**src/common/pcicfg_pkg.sv**
```systemverilog
// Constants for the bridge configuration header register bank.
// Assumes a 32-bit APB slave with byte addresses and one register per word.
package pcicfg_pkg;

  localparam logic [11:0] OFF_CLASS_REV   = 12'h008;
  localparam logic [11:0] OFF_HDR_MISC    = 12'h00c;
  localparam logic [11:0] OFF_WIN0_UNUSED = 12'h010;
  localparam logic [11:0] OFF_WIN1_BASE   = 12'h014;
  localparam logic [11:0] OFF_WIN2_BASE   = 12'h018;
  localparam logic [11:0] OFF_SUBSYS      = 12'h02c;
  localparam logic [11:0] OFF_CAP_PTR     = 12'h034;
  localparam logic [11:0] OFF_INT_LINE    = 12'h03c;
  localparam logic [11:0] OFF_STATUS      = 12'h004;
  localparam logic [11:0] OFF_WIN1_MASK   = 12'h100;
  localparam logic [11:0] OFF_WIN2_MASK   = 12'h104;
  localparam logic [11:0] OFF_BURST_CTRL  = 12'h108;

  localparam logic [23:0] CLASS_RESET     = 24'h06_0000;
  localparam logic [7:0]  BASE_CLASS_RST  = 8'h06;
  localparam logic [7:0]  CACHE_LINE_VAL  = 8'h00;
  localparam logic [2:0]  LAT_LOW_FIXED   = 3'b111;
  localparam logic [7:0]  LAT_RESET       = 8'h07;
  localparam logic [7:0]  HEADER_TYPE_VAL = 8'h00;
  localparam logic [7:0]  SELF_TEST_VAL   = 8'h00;
  localparam logic [7:0]  CAP_PTR_VAL     = 8'h58;
  localparam int          WIN_ADDR_LSB    = 12;
  localparam logic [3:0]  WIN_LOW_BITS    = 4'b1000;
  localparam int          STATUS_CAP_BIT  = 20;
  localparam logic [7:0]  ASYNC_LAT_LIMIT = 8'h40;
  localparam logic [19:0] WIN_MASK_RESET  = 20'h0_0000;

endpackage

```
**src/rtl/pcicfg_regs.sv**
```systemverilog
// Configuration header register bank of the host-to-PCI bridge, with APB access and
// the master latency timer that uses the programmed latency value.
// Assumes a single 250 MHz clock, APB master on the same clock, and the PCI
// master logic supplying burst and grant levels already synchronised.
// Writes commit at the APB access edge; read data is captured at setup.
// What this block does
// Revision resets to macro revision, writable.
// Class code resets 0x060000, stays writable.
// Base class 23:16 resets 06, others zero.
// Cache line size ignores writes, reads zero.
// Latency low three bits fixed ones.
// Lost grant in burst ends after latency.
// Async mode may time out ignoring grant.
// Header type reads zero, single function.
// Self-test byte reads zero.
// Offset 0x10 unused; windows start 0x14.
// Window address bits writable where mask set.
// Window bits 11:4 always zero.
// Window bit3 one, bits 2:0 zero.
// Masks programmed before PCI configures windows.
// Disabled second window ignores writes, reads zero.
// Software clears second window before disabling.
// Capabilities pointer reads 0x58.
// Two 16-bit subsystem identifier registers.
// Interrupt line register stores routing byte.
// Status capabilities-list flag always reads one.
`timescale 1ns/1ns
module pcicfg_regs
  import pcicfg_pkg::*;
#(
  // Arbitrary neutral value; stands for the macro revision number.
  parameter logic [7:0] REVISION_RESET = 8'h01
) (
  input  wire logic        clk,
  input  wire logic        reset_n,
  input  wire logic        psel,
  input  wire logic        penable,
  input  wire logic        pwrite,
  input  wire logic [11:0] paddr,
  input  wire logic [31:0] pwdata,
  input  wire logic [3:0]  pstrb,
  output logic [31:0]      prdata,
  output logic             pready,
  output logic             pslverr,
  input  wire logic        burst_active,
  input  wire logic        grant,
  output logic             latency_expired
);

  typedef struct packed {
    // Software-visible configuration state.
    logic [7:0]  revision_number;
    logic [23:0] class_code;
    logic [4:0]  latency_timer;
    logic [19:0] pci_window1_base;
    logic [19:0] pci_window2_base;
    logic [19:0] window1_size_mask;
    logic [19:0] window2_size_mask;
    logic        window2_mask_enable;
    logic [15:0] subsystem_vendor;
    logic [15:0] subsystem_ident;
    logic [7:0]  interrupt_routing;
    // Master latency counter.
    logic        async_mode;
    logic [7:0]  lat_count;
    logic        expired;
    // Registered bus answer.
    logic [31:0] rdata;
    logic        ready;
    logic        slverr;
  } pcicfg_state_t;

  pcicfg_state_t st_q;
  pcicfg_state_t st_d;

  logic        setup_phase;
  logic        access_phase;
  logic        rd_en;
  logic        wr_en;
  logic [31:0] wmask;
  logic [31:0] rd_word;
  logic        hit;
  logic [7:0]  latency_full;
  logic [19:0] win1_wmask;
  logic [19:0] win2_wmask;
  logic        wr_class_rev;
  logic        wr_hdr_misc;
  logic        wr_win1_base;
  logic        wr_win2_base;
  logic        wr_subsys;
  logic        wr_int_line;
  logic        wr_win1_mask;
  logic        wr_win2_mask;
  logic        wr_burst_ctrl;
  logic [31:0] status_view;
  logic [31:0] class_view;
  logic [31:0] hdr_view;
  logic [31:0] win1_view;
  logic [31:0] win2_view;
  logic [31:0] subsys_view;
  logic [31:0] cap_view;
  logic [31:0] int_view;
  logic [31:0] mask1_view;
  logic [31:0] mask2_view;
  logic [31:0] burst_view;
  logic        count_enable;
  logic        count_zero;
  logic [7:0]  lat_next;
  logic        exp_next;

  assign setup_phase  = psel && !penable;
  assign rd_en        = setup_phase && !pwrite;
  // A write commits only at the edge at which the master samples pready, so a
  // transfer that never reaches its access phase leaves every register alone.
  assign access_phase = psel && penable && st_q.ready;
  assign wr_en        = access_phase && pwrite && hit;
  assign latency_full = {st_q.latency_timer, LAT_LOW_FIXED};

  assign wr_class_rev  = wr_en && (paddr == OFF_CLASS_REV);
  assign wr_hdr_misc   = wr_en && (paddr == OFF_HDR_MISC);
  assign wr_win1_base  = wr_en && (paddr == OFF_WIN1_BASE);
  // Writes to the second window are dropped while it is disabled.
  assign wr_win2_base  = wr_en && (paddr == OFF_WIN2_BASE) && st_q.window2_mask_enable;
  assign wr_subsys     = wr_en && (paddr == OFF_SUBSYS);
  assign wr_int_line   = wr_en && (paddr == OFF_INT_LINE);
  assign wr_win1_mask  = wr_en && (paddr == OFF_WIN1_MASK);
  assign wr_win2_mask  = wr_en && (paddr == OFF_WIN2_MASK);
  assign wr_burst_ctrl = wr_en && (paddr == OFF_BURST_CTRL);

  // Only address bits that the size mask opens, and whose lane is strobed,
  // take written data; closed bits keep reading zero.
  assign win1_wmask = st_q.window1_size_mask & wmask[31:12];
  assign win2_wmask = st_q.window2_size_mask & wmask[31:12];

  // In async mode the count runs even while grant is held, which only costs
  // throughput, most visibly for values below ASYNC_LAT_LIMIT.
  assign count_enable = burst_active && (!grant || st_q.async_mode);
  assign count_zero   = (st_q.lat_count == 8'h00);

  // Counter next state: reload outside a burst, flag expiry one edge after zero.
  always_comb begin
    lat_next = st_q.lat_count;
    exp_next = st_q.expired;
    if (!burst_active) begin
      lat_next = latency_full;
      exp_next = 1'b0;
    end else if (count_enable) begin
      if (count_zero) begin
        exp_next = 1'b1;
      end else begin
        lat_next = st_q.lat_count - 8'h01;
      end
    end
  end

  always_comb begin
    wmask = 32'h0000_0000;
    for (int i = 0; i < 4; i++) begin
      wmask[i*8 +: 8] = {8{pstrb[i]}};
    end
  end

  // Read view of every mapped word.
  assign status_view = 32'h0000_0001 << STATUS_CAP_BIT;
  assign class_view  = {st_q.class_code, st_q.revision_number};

  assign hdr_view    = {SELF_TEST_VAL, HEADER_TYPE_VAL, latency_full, CACHE_LINE_VAL};

  assign win1_view   = {st_q.pci_window1_base & st_q.window1_size_mask, 8'h00, WIN_LOW_BITS};
  // A disabled second window reads all zero, flag bits included.
  assign win2_view   = st_q.window2_mask_enable
                     ? {st_q.pci_window2_base & st_q.window2_size_mask, 8'h00, WIN_LOW_BITS}
                     : 32'h0000_0000;
  assign subsys_view = {st_q.subsystem_ident, st_q.subsystem_vendor};
  assign cap_view    = {24'h00_0000, CAP_PTR_VAL};
  assign int_view    = {24'h00_0000, st_q.interrupt_routing};
  assign mask1_view  = {st_q.window1_size_mask, 12'h000};
  assign mask2_view  = {st_q.window2_size_mask, 11'h000, st_q.window2_mask_enable};
  assign burst_view  = {22'h00_0000, st_q.expired, st_q.async_mode, st_q.lat_count};

  // Address decode; an unmapped word answers with an error and takes no write.
  always_comb begin
    hit     = 1'b1;
    rd_word = 32'h0000_0000;
    unique case (paddr)
      OFF_STATUS: begin
        rd_word = status_view;
      end
      OFF_CLASS_REV: begin
        rd_word = class_view;
      end
      OFF_HDR_MISC: begin
        rd_word = hdr_view;
      end
      OFF_WIN0_UNUSED: begin
        rd_word = 32'h0000_0000;
      end
      OFF_WIN1_BASE: begin
        rd_word = win1_view;
      end
      OFF_WIN2_BASE: begin
        rd_word = win2_view;
      end
      OFF_SUBSYS: begin
        rd_word = subsys_view;
      end
      OFF_CAP_PTR: begin
        rd_word = cap_view;
      end
      OFF_INT_LINE: begin
        rd_word = int_view;
      end
      OFF_WIN1_MASK: begin
        rd_word = mask1_view;
      end
      OFF_WIN2_MASK: begin
        rd_word = mask2_view;
      end
      OFF_BURST_CTRL: begin
        rd_word = burst_view;
      end
      default: begin
        hit = 1'b0;
      end
    endcase
  end

  always_comb begin
    st_d        = st_q;
    st_d.ready  = setup_phase;
    st_d.slverr = setup_phase && !hit;
    if (rd_en) begin
      st_d.rdata = rd_word;
    end

    if (wr_class_rev) begin
      st_d.revision_number = (st_q.revision_number & ~wmask[7:0])
                           | (pwdata[7:0] & wmask[7:0]);
      st_d.class_code      = (st_q.class_code & ~wmask[31:8])
                           | (pwdata[31:8] & wmask[31:8]);
    end

    // Only the five upper latency bits are stored; the low three read as ones.
    if (wr_hdr_misc && pstrb[1]) begin
      st_d.latency_timer = pwdata[15:11];
    end

    if (wr_win1_base) begin
      st_d.pci_window1_base = (st_q.pci_window1_base & ~win1_wmask)
                            | (pwdata[31:12] & win1_wmask);
    end

    if (wr_win2_base) begin
      st_d.pci_window2_base = (st_q.pci_window2_base & ~win2_wmask)
                            | (pwdata[31:12] & win2_wmask);
    end

    if (wr_subsys) begin
      st_d.subsystem_vendor = (st_q.subsystem_vendor & ~wmask[15:0])
                            | (pwdata[15:0] & wmask[15:0]);
      st_d.subsystem_ident  = (st_q.subsystem_ident & ~wmask[31:16])
                            | (pwdata[31:16] & wmask[31:16]);
    end

    if (wr_int_line && pstrb[0]) begin
      st_d.interrupt_routing = pwdata[7:0];
    end

    if (wr_win1_mask) begin
      // The mask must be set before a PCI agent sizes the window.
      st_d.window1_size_mask = (st_q.window1_size_mask & ~wmask[31:12])
                             | (pwdata[31:12] & wmask[31:12]);
    end

    if (wr_win2_mask) begin
      st_d.window2_size_mask = (st_q.window2_size_mask & ~wmask[31:12])
                             | (pwdata[31:12] & wmask[31:12]);
      if (pstrb[0]) begin
        // Clearing the enable keeps the stored base; software zeroes it first.
        st_d.window2_mask_enable = pwdata[0];
      end
    end

    if (wr_burst_ctrl && pstrb[1]) begin
      st_d.async_mode = pwdata[8];
    end

    st_d.lat_count = lat_next;
    st_d.expired   = exp_next;
  end

  always_ff @(posedge clk or negedge reset_n) begin
    if (!reset_n) begin
      st_q                     <= '0;
      st_q.revision_number     <= REVISION_RESET;
      st_q.class_code          <= CLASS_RESET;
      st_q.latency_timer       <= LAT_RESET[7:3];
      st_q.window1_size_mask   <= WIN_MASK_RESET;
      st_q.window2_size_mask   <= WIN_MASK_RESET;
      st_q.lat_count           <= LAT_RESET;
      // The second window starts disabled and the bus answer starts quiet.
      st_q.window2_mask_enable <= 1'b0;
      st_q.async_mode          <= 1'b0;
      st_q.expired             <= 1'b0;
      st_q.rdata               <= 32'h0000_0000;
      st_q.ready               <= 1'b0;
      st_q.slverr              <= 1'b0;
    end else begin
      st_q <= st_d;
    end
  end

  assign prdata          = st_q.rdata;
  assign pready          = st_q.ready;
  assign pslverr         = st_q.slverr;
  assign latency_expired = st_q.expired;

endmodule

```
**config.mk**
```make
export PLATFORM = sky130hd
export DESIGN_NAME = pcicfg_regs
export DESIGN_NICKNAME = d
export VERILOG_FILES = /design/src/common/pcicfg_pkg.sv /design/src/rtl/pcicfg_regs.sv
export SDC_FILE = /design/constraint.sdc
export NUM_CORES = 1
export LEC_CHECK = 0
export BUFFER_PORTS_ARGS = -buffer_cell sky130_fd_sc_hd__buf_2
export CAP_MARGIN = 40
export CORE_MARGIN = 1.5
export CORE_UTILIZATION = 60
export DETAILED_ROUTE_END_ITERATION = 8
export PLACE_DENSITY = 0.86
export SKIP_CTS_REPAIR_TIMING = 1
export SLEW_MARGIN = 20
export SYNTH_ARGS = -nofsm -noshare
export SYNTH_HDL_FRONTEND = slang
export SYNTH_SLANG_ARGS = --single-unit
```
**constraint.sdc**
```tcl
create_clock -name clk -period 3.02 [get_ports clk]
set_input_delay 0.755 -clock clk [delete_from_list [all_inputs] [get_ports clk]]
set_output_delay 0.755 -clock clk [all_outputs]
set_load 0.01 [all_outputs]
```
[Word-level counts from Yosys, hierarchy flattened]
Index checks and enable logic that the tools add are counted.
Storage, ports and cells
  output and inout bits: 35
  flip-flop bits (word level): 202
  input bits: 55
  word-level logic and storage cells: 107
Cells by class
  equality and inequality tests: 15
  add/subtract/negate cells: 1
  multiplexer cells: 9
  reductions and logical operators: 31
  bitwise logic cells: 34
Operators by type and width (number)
  $pmux W32 S11: 1
  $and A20 B20 Y20: 11
  $or A20 B20 Y20: 4
  $and A16 B16 Y16: 4
  $not A20 Y20: 3
  $and A24 B24 Y24: 2
  $eq A12 B5 Y1 const B: 3
  $eq A12 B6 Y1 const B: 3
  $eq A12 B9 Y1 const B: 3
  $mux W32: 1
  $not A16 Y16: 2
  $or A16 B16 Y16: 2
  $eq A12 B4 Y1 const B: 2
  $mux W8: 3
  $not A24 Y24: 1
  $or A24 B24 Y24: 1
  $logic_and A1 B1 Y1: 21
  $and A8 B8 Y8: 2
  $eq A12 B3 Y1 const B: 1
  $reduce_or A12 Y1: 1
  $logic_not A8 Y1: 1
  $not A8 Y8: 1
  $or A8 B8 Y8: 1
  $sub A8 B1 Y8 const B: 1
  other kinds (6): 15

[Depth between registers and ports, before layout]
Gate-level depths: netlist (run 1).
  depth in word-level cells: 6
  depth in mapped cells: 9
  gate-level depth less buffers: 6

[Worst setup path before layout (run 1)]
No wires, ideal clock.
  kind: input to register
  start: input paddr[5]
  end: register (tool-made name)
  slack: 479 ps
  arrival: 2416 ps
  path buffers: 1
  stages on the path: 6
  data required time: 2895 ps
  library setup time: 125 ps
  cell sequence: buf_2 > or4_1 > nor2_1 > nand2_1 > nor2_2 > mux2_2
RTL lines
  from (decl): line pcicfg_regs.sv:39  | input wire logic [11:0] paddr,

[Final worst setup path (run 1)]
  start: input paddr[8]
  end: register st_q (netlist bit int_view[6])
Between the ends
  longest elaborated chain between the ends: 6
  elaborated cells on any way between the ends: 17
  those cells by class: eq/ne (12); mux (1); reduce/logical (4)
Ends and longest elaborated chain
  $eq A12 B4 Y1, or another cell as far along: line pcicfg_regs.sv:185  | unique case (paddr)
  $reduce_or A12 Y1 (no line)
  $mux W1: line pcicfg_regs.sv:185
  $logic_and A1 B1 Y1: line pcicfg_regs.sv:116  | assign wr_en = access_phase && pwrite && hit;
  $logic_and A1 B1 Y1 (*): line pcicfg_regs.sv:125  | assign wr_int_line = wr_en && (paddr == OFF_INT_LINE);
  $logic_and A1 B1 Y1 (*): line pcicfg_regs.sv:265  | if (wr_int_line && pstrb[0]) begin
  to (signal assigned): line pcicfg_regs.sv:309  | st_q <= st_d;
  to (decl): line pcicfg_regs.sv:73  | pcicfg_state_t st_q;
Mark *: on every way between the ends. The rest lies on a longest branch, timed or not.
A chain may end at the register's enable or synchronous reset.

==> impl_metrics.env, run 1 <==
export IMPL_cts_tree="done"
export IMPL_holdWs_ns=0.280
export IMPL_wl_microns=23400
export IMPL_ys_flop_type="dfrtp_1"
export IMPL_utilization_pct=69.6
export IMPL_multi_input_area_sq_um=4060
export IMPL_yosysMostFrequentCell="dfrtp_1"
export IMPL_critical_path_required_ns=3.39
export IMPL_synth_largest_area_cell="dfrtp_1"
export IMPL_cp_arrival_ns=2.68
export IMPL_synthArstFlopShare_pct=100
export IMPL_fp_dieW_microns=130
export IMPL_dr_first_iter_drc_count=583
export IMPL_drive_gt1_share_pct=38.7
export IMPL_avgSynthCellArea_sq_um=11.7
export IMPL_powerDensity_nw_per_um2=528
export IMPL_seq_area_sq_um=5060
export IMPL_layout_nets=966
export IMPL_ys_top_cells_by_count="196 x dfrtp_1, 141 x mux2_2, 105 x nand2_1, 46 x o21ai_0"
export IMPL_synthTopCellsByArea="dfrtp_1 51%, mux2_2 16%, nand2_1 4.1%"
export IMPL_start_util_pct=61.0
export IMPL_outcome="completed"
export IMPL_worstSetupEndpointType="flop"
export IMPL_final_area_sq_um=11000
export IMPL_htree_levels=1
export IMPL_synth_area_sq_um=9630
export IMPL_coreArea_sq_um=15800
export IMPL_portBuffers=89
export IMPL_dieHeight_microns=130
export IMPL_mappedNetlistNets=882
export IMPL_ys_seq_elements=202
export IMPL_yosysUniqueCellTypes=61
export IMPL_setup_viol=0
export IMPL_grt_pass1_vias=7064
export IMPL_grt_pass1_wl_microns=37500
export IMPL_ys_seq_area_share_pct=52.6
export IMPL_drc=0
export IMPL_cts_root_buf="clkbuf_16"
export IMPL_synth_cells=825
export IMPL_rows=46
export IMPL_start_kind="primary input"
export IMPL_pin_count=90
export IMPL_post_dp_hpwl_microns=15800
export IMPL_viasPerCell=6.16
export IMPL_min_period_ns=2.31
export IMPL_finalCritPeriodShare_pct=76.6
export IMPL_cts_buffer_depth=3
export IMPL_antenna_left=0
export IMPL_synth_edf_count=0
export IMPL_grt_ovfl_total=0
export IMPL_wire_per_inst_microns=20.5
export IMPL_gp_congestion=0.886
export IMPL_slew_viol_final=0
export IMPL_grt_max_degree=75
export IMPL_syn2layout_area_growth_pct=14.1
export IMPL_track_usage_pct=29.1
export IMPL_rsz0062_at_grt="false"
export IMPL_placed_cell_area_sq_um=10300
export IMPL_synth_top_area_share_pct=51.0
export IMPL_finalSetupTns_ns=0
export IMPL_yosys_warnings=0
export IMPL_total_leakage_power_nw=5.24
export IMPL_ir_worst_vdd_uv=425
export IMPL_antenna_found_initial=0
export IMPL_hold_viol_final=0
export IMPL_clock_latency_ns=0.49
export IMPL_cts_sinks=202
export IMPL_drt_pass1_iterations=6
export IMPL_dieArea_sq_um=16800
export IMPL_max_freq_mhz=432
export IMPL_fin_worst_skew_ns=0.00886
export IMPL_crit_type="primary input to flop"
export IMPL_cap_violations=0
export IMPL_crit_path_max_fanout=8
export IMPL_cts_buffers=21
export IMPL_num_antenna_cells=0
export IMPL_power_total_mw=5.80
export IMPL_num_fill_cells=1125
export IMPL_worstMarginPinSlew_ns=0.620
export IMPL_relSlewSlack_pct=58.3
export IMPL_min_path_type="primary input to async pin"
export IMPL_clk_pin_slew_ns=0.06
export IMPL_vias=7015
placed cells by master (no fill, tap or decap), types with 5 or more instances in the layout:
cell       instances
o21ai_0           46
a21oi_1           33
nor2_2             6
dfstp_2            6
mux2_1             7
nor3_1             6
nor2b_1           11
o221a_2           20
and4_1             5
mux2_2           141
buf_4             43
a21boi_0          22
a221oi_1          19
inv_1             24
clkbuf_16         21
nor2_1            21
clkbuf_1           5
dfrtp_1          196
nand3_1            6
nand2_1          105
buf_2             88
a222oi_1           6
clkbuf_8           7
critical path, cell delays in order:
cell and delay [ns]:
buf_2 0.16, or4_4 0.58, or3_4 0.43, nor2_4 0.24, nand3_4 0.19, mux2_2 0.32
routing by layer:
metal,wire (microns),track usage [%]
met5,0,0
met3,1770,5.08
met2,11400,48.3
met1,9630,38.8
met4,595,10.7
power by group:
| group | switching, mW | internal (mW) | leakage, nW | total, mW |
|---|---|---|---|---|
| sequential | 0.0344 | 2.76 | 2.66 | 2.79 |
| combinational | 0.228 | 0.142 | 2.22 | 0.369 |
| clock | 1.04 | 1.60 | 0.348 | 2.63 |
| total | 1.30 | 4.50 | 5.24 | 5.80 |
final timing paths:
| check | start | end | slack, ns | depth (start not counted) |
|---|---|---|---|---|
| min reg2reg | prdata[7]$_DFFE_PN0P_ | prdata[7]$_DFFE_PN0P_ | 0.47 | 2 |
| min | reset_n | async pin | 0.28 | 1 |
| max in group asynchronous | reset_n | burst_view[1]$_DFFE_PN1P_ | 1.93 | 2 |
| max | paddr[8] | int_view[6]$_DFFE_PN0P_ | 0.71 | 6 |
| min in group clk | prdata[7]$_DFFE_PN0P_ | prdata[7]$_DFFE_PN0P_ | 0.47 | 2 |
| max reg2reg | pready$_DFF_PN0_ | flop | 0.86 | 4 |
through the flow:
stage | cells | setup slack [ns]
finish | 1139 | 0.706
global route | 1139 | 0.645
CTS | 1139 | 0.723
detailed placement | 1102 | 0.243
global placement | 1102 | 0.276
floorplan | 825 | 0.479
layout make-up:
type                    count  area share (%)
inverters                  24           0.820
repair buffers            133            7.26
well taps                 216            2.46
multi-input cells         527            37.0
clock buffers              32            5.71
flip-flops and latches    202            46.1
clock inverters             5           0.684
logic make-up after synthesis:
family                   Yosys count  synth area share [%]
AO/OA/AOI/OAI                    170                  12.5
XOR/XNOR                           7                 0.637
adder cells (fa/ha/maj)            2                 0.260
buffers and inverters             96                  5.42
flip-flops                       202                  52.6
multiplexers                     151                  17.6
AND/OR/NAND/NOR                  197                  11.0
No activity file was read; power rests on OpenSTA's default activity.
==> run 2: changes to the inputs <==
- CORE_UTILIZATION: 60 -> 54
- PLACE_DENSITY: 0.86 -> 0.82
- clock period: 3.02 -> 2.1 ns (I/O delays scaled with it)
==> run 2 against run 1 <==
Count of clock-buffer cells in the layout rose by 4. Flip-flop and latch count did not move. Non-clock buffer count rose by 53. Total power rose by 43%. Largest power group unchanged. Hold slack got worse by 0.015 ns. Highest routed layer is now met5. Register-to-register slack got worse by 0.66 ns.
==> impl_metrics.env, run 2 (synthesis gave the netlist of run 1 again) <==
export IMPL_outcome="completed"
export IMPL_final_common_cell="dfrtp_1"
export IMPL_hold_start="pwdata[9]"
export IMPL_powerDensity_nw_per_um2=708
export IMPL_antenna_left=0
export IMPL_holdWs_ns=0.266
export IMPL_dieHeight_microns=137
export IMPL_crit_path_max_fanout=7
export IMPL_worstMarginPinSlew_ns=0.590
export IMPL_vias=7243
export IMPL_drc=0
export IMPL_layout_nets=1020
export IMPL_fp_dieW_microns=137
export IMPL_met3WireLength_microns=1740
export IMPL_start_kind="primary input"
export IMPL_crit_type="primary input to flop"
export IMPL_min_path_type="primary input to flop"
export IMPL_cts_tree="done"
export IMPL_cts_sinks=202
export IMPL_clock_latency_ns=0.52
export IMPL_grt_max_degree=57
export IMPL_max_freq_mhz=503
export IMPL_track_usage_pct=27.4
export IMPL_cap_violations=0
export IMPL_min_period_ns=1.99
export IMPL_start_util_pct=55.5
export IMPL_clk_pin_slew_ns=0.06
export IMPL_total_leakage_power_nw=5.59
export IMPL_htree_levels=1
export IMPL_grt_pass1_wl_microns=39700
export IMPL_dr_first_iter_drc_count=546
export IMPL_critical_path_required_ns=2.48
export IMPL_grt_pass1_vias=7509
export IMPL_cts_root_buf="clkbuf_16"
export IMPL_drive_gt1_share_pct=43.5
export IMPL_finalSetupTns_ns=0
export IMPL_drt_pass1_iterations=6
export IMPL_r2r_start="pready$_DFF_PN0_"
export IMPL_pin_count=90
export IMPL_hold_viol_final=0
export IMPL_setup_viol=0
export IMPL_syn2layout_area_growth_pct=21.8
export IMPL_wl_microns=24600
export IMPL_antenna_found_initial=1
export IMPL_worstSetupEndpointType="flop"
export IMPL_final_cell_mix="196 x dfrtp_1, 113 x mux2_2, 101 x nand2_1, 88 x buf_2, 85 x buf_4"
export IMPL_ir_worst_vdd_uv=802
export IMPL_met1_length_microns=10300
export IMPL_power_frac_comb_pct=7.0
export IMPL_rows=48
export IMPL_reg2regPathDepth=8
export IMPL_wl_met2_microns=11800
export IMPL_relSlewSlack_pct=60.3
export IMPL_slew_viol_final=0
export IMPL_highest_layer="met5"
export IMPL_finalCritPeriodShare_pct=94.8
export IMPL_pwr_share_clk_pct=44.5
export IMPL_cts_buffer_depth=3
export IMPL_min_path_cells=2
export IMPL_cts_buffers=22
export IMPL_grt_ovfl_total=0
export IMPL_switchingPower_mw=1.94
export IMPL_p_sw_share_pct=23.3
export IMPL_gp_congestion=0.872
export IMPL_fin_worst_skew_ns=0.0219
export IMPL_portBuffers=89
export IMPL_p_int_mw=6.36
export IMPL_post_dp_hpwl_microns=17300
export IMPL_r2r_slack_ns=0.20
export IMPL_wire_per_inst_microns=20.5
export IMPL_dieArea_sq_um=18600
export IMPL_coreArea_sq_um=17400
export IMPL_pwr_share_seq_pct=48.5
export IMPL_num_antenna_cells=0
export IMPL_rsz0062_at_grt="false"
export IMPL_cp_arrival_ns=2.37
export IMPL_viasPerCell=6.02
run 2: changes by cell type in the layout (fill, tap and decap cells not counted), moves of 3 or more:
cell,before,now
buf_12,1,11
nor2_2,6,1
mux2_2,141,113
mux2_4,0,35
nand2_1,105,101
mux2_1,7,0
buf_4,43,85
nor2_4,1,8
nand2_2,0,3
clkbuf_1,5,8
run 2: layout make-up:
type	instances	area, sq um
Clock buffer	36	663
Clock inverter	3	26.3
Fill cell	1230	5630
Inverter	24	90.1
Multi-Input combinational cell	527	4280
Sequential cell	202	5060
Tap cell	225	282
Timing Repair Buffer	186	1320
run 2: worst max path at each step:
stage,from,end,cells after the start
floorplan,paddr[9],int_view[0]$_DFFE_PN0P_,5
global placement,paddr[8],flop,8
detailed placement,paddr[8],flop,8
CTS,paddr[8],flop,8
global route,paddr[8],flop,8
finish,paddr[8],flop,8
run 2: metrics by stage:
step                      utilization [%]  total power, mW  instance area, sq um  worst slack, ns  std cells
after floorplan                         -             4.39                  9900           -0.140        825
after global routing                 67.6             8.56                 11700           0.0366       1203
after CTS                            67.5             8.35                 11700            0.152       1202
final                                67.6             8.30                 11700            0.110       1203
after detailed placement             63.5             4.67                 11000           -0.336       1163
after global placement               63.5             4.66                 11000           -0.318       1163
run 2: critical path, stage by stage:
cell	delay [ns]
buf_2	0.14
nor4_1	0.32
buf_4	0.21
and4_1	0.32
nor2b_1	0.30
buf_4	0.21
nand2_1	0.07
mux2_2	0.27
run 2: layer usage:
metal | vias up | global-route usage (%)
met4 | 2 | 9.75
met1 | 3676 | 36.7
met3 | 68 | 4.67
li1 | 3226 | -
met2 | 271 | 45.3
met5 | - | 0
run 2: power by group through the flow:
| stage | clock network, mW | logic (mW) | registers [mW] |
|---|---|---|---|
| after global placement | 0 | 0.570 | 4.09 |
| after detailed placement | 0 | 0.581 | 4.09 |
| after floorplan | 0 | 0.318 | 4.07 |
| after CTS | 3.74 | 0.586 | 4.02 |
| final | 3.69 | 0.584 | 4.02 |
| after global routing | 3.89 | 0.640 | 4.02 |
==> run 3: changes to the inputs <==
- RECOVER_POWER: default -> 50
==> run 3 against run 2 <==
Combinational power down 2%. Largest power group unchanged. Register-to-register slack about the same. Highest routed layer unchanged. Sequential power about the same. Via count is 0.30% lower. Routed wire length about the same. Cell area decreased by 0.38%. Global-route usage unchanged. Critical path depth is the same. Non-clock buffer count is the same. Fmax down 0.17%. Clock skew rose by 0.0031 ns.
==> impl_metrics.env, run 3 (synthesis gave the netlist of run 1 again) <==
export IMPL_num_fill_cells=1245
export IMPL_dieArea_sq_um=18600
export IMPL_rsz0062_at_grt="false"
export IMPL_fp_dieW_microns=137
export IMPL_layout_nets=1020
export IMPL_portBuffers=89
export IMPL_reg2regPathDepth=8
export IMPL_dr_first_iter_drc_count=539
export IMPL_rows=48
export IMPL_worstSetupEndpointType="flop"
export IMPL_antenna_left=0
export IMPL_pin_count=90
export IMPL_relSlewSlack_pct=47.0
export IMPL_drive_gt1_share_pct=41.9
export IMPL_grt_max_degree=57
export IMPL_fin_worst_skew_ns=0.0250
export IMPL_cts_buffer_depth=3
export IMPL_cap_violations=0
export IMPL_critical_path_required_ns=2.48
export IMPL_wire_per_inst_microns=20.5
export IMPL_min_path_type="primary input to flop"
export IMPL_htree_levels=1
export IMPL_final_common_cell="dfrtp_1"
export IMPL_drc=0
export IMPL_start_util_pct=55.5
export IMPL_grt_ovfl_total=0
export IMPL_total_leakage_power_nw=5.52
export IMPL_outcome="completed"
export IMPL_cp_arrival_ns=2.37
export IMPL_vias=7221
export IMPL_track_usage_pct=27.4
export IMPL_utilization_pct=67.3
export IMPL_cts_root_buf="clkbuf_16"
export IMPL_coreArea_sq_um=17400
export IMPL_antenna_found_initial=1
export IMPL_drt_pass1_iterations=6
export IMPL_crit_path_max_fanout=7
export IMPL_setup_viol=0
export IMPL_worstMarginPinSlew_ns=0.795
export IMPL_wl_microns=24600
export IMPL_finalSetupTns_ns=0
export IMPL_instances_no_fill=1203
export IMPL_dpl_cell_count=1163
export IMPL_slew_viol_final=0
export IMPL_viasPerCell=6.00
export IMPL_start_kind="primary input"
export IMPL_gp_congestion=0.872
export IMPL_holdWs_ns=0.261
export IMPL_finalCritPeriodShare_pct=94.9
export IMPL_crit_type="primary input to flop"
export IMPL_cts_tree="done"
export IMPL_min_period_ns=1.99
export IMPL_clock_latency_ns=0.52
export IMPL_syn2layout_area_growth_pct=21.4
export IMPL_num_antenna_cells=0
export IMPL_hold_viol_final=0
export IMPL_max_freq_mhz=502
export IMPL_final_cell_mix="196 x dfrtp_1, 113 x mux2_2, 101 x nand2_1, 84 x buf_4, 74 x buf_2"
export IMPL_multi_input_area_sq_um=4280
export IMPL_seq_area_sq_um=5060
export IMPL_grt_pass1_vias=7509
export IMPL_min_path_cells=2
export IMPL_grt_pass1_wl_microns=39700
export IMPL_ir_worst_vdd_uv=805
export IMPL_cts_buffers=22
export IMPL_cts_sinks=202
export IMPL_post_dp_hpwl_microns=17300
export IMPL_clk_pin_slew_ns=0.06
export IMPL_powerDensity_nw_per_um2=709
export IMPL_dieHeight_microns=137
-- run 3: changes by cell type in the layout (fill, tap and decap cells not counted), sizes merged --
cell / previous run / this run
buf: 184 / 168
clkbuf: 37 / 53
-- run 3: worst paths after layout --
check                           slack (ns)                        to                  start
max in group asynchronous             0.29                 async pin                reset_n
worst max register to register        0.20                      flop       pready$_DFF_PN0_
worst min-delay path                  0.26                      flop              pwdata[9]
worst max-delay path                  0.11                      flop               paddr[8]
min in group asynchronous             0.62  hdr_view[14]$_DFFE_PN0P_                reset_n
worst min register to register        0.47     prdata[5]$_DFFE_PN0P_  prdata[5]$_DFFE_PN0P_
-- run 3: worst max-delay path, cell delays in order --
cell and delay, ns:
buf_2 0.14, nor4_1 0.31, buf_4 0.21, and4_1 0.32, nor2b_1 0.30, buf_4 0.21, nand2_1 0.07, mux2_2 0.27
-- run 3: report_power, final --
part	internal [mW]	switching [mW]	leakage [nW]
combinational	0.232	0.339	2.52
clock	2.15	1.54	0.338
sequential	3.97	0.0548	2.66
-- run 3: cell type report --
class,count,area share [%]
inverter,24,0.771
multi-input combinational,527,36.6
timing repair buffer,186,10.9
clock buffer,36,5.68
sequential,202,43.3
clock inverter,3,0.225
tap,225,2.41
-- run 3: layer usage --
layer  routed length (microns)  vias to the layer above  part of all wire [%]  track usage, %
met1                     10400                     3656                    42            36.7
met5                        13                        -                 0.053               0
met2                     11800                      260                    48            45.3
met3                      1600                       68                   6.5            4.67
li1                          -                     3235                     -               -
met4                       799                        2                   3.2            9.75
-- run 3: metrics by stage --
step,setup slack [ns],instance area (sq um),total power [mW]
after floorplan,-0.140,9900,4.39
after global placement,-0.318,11000,4.66
after detailed placement,-0.336,11000,4.67
after CTS,0.152,11700,8.35
after global routing,0.0206,11700,8.55
final,0.107,11700,8.29
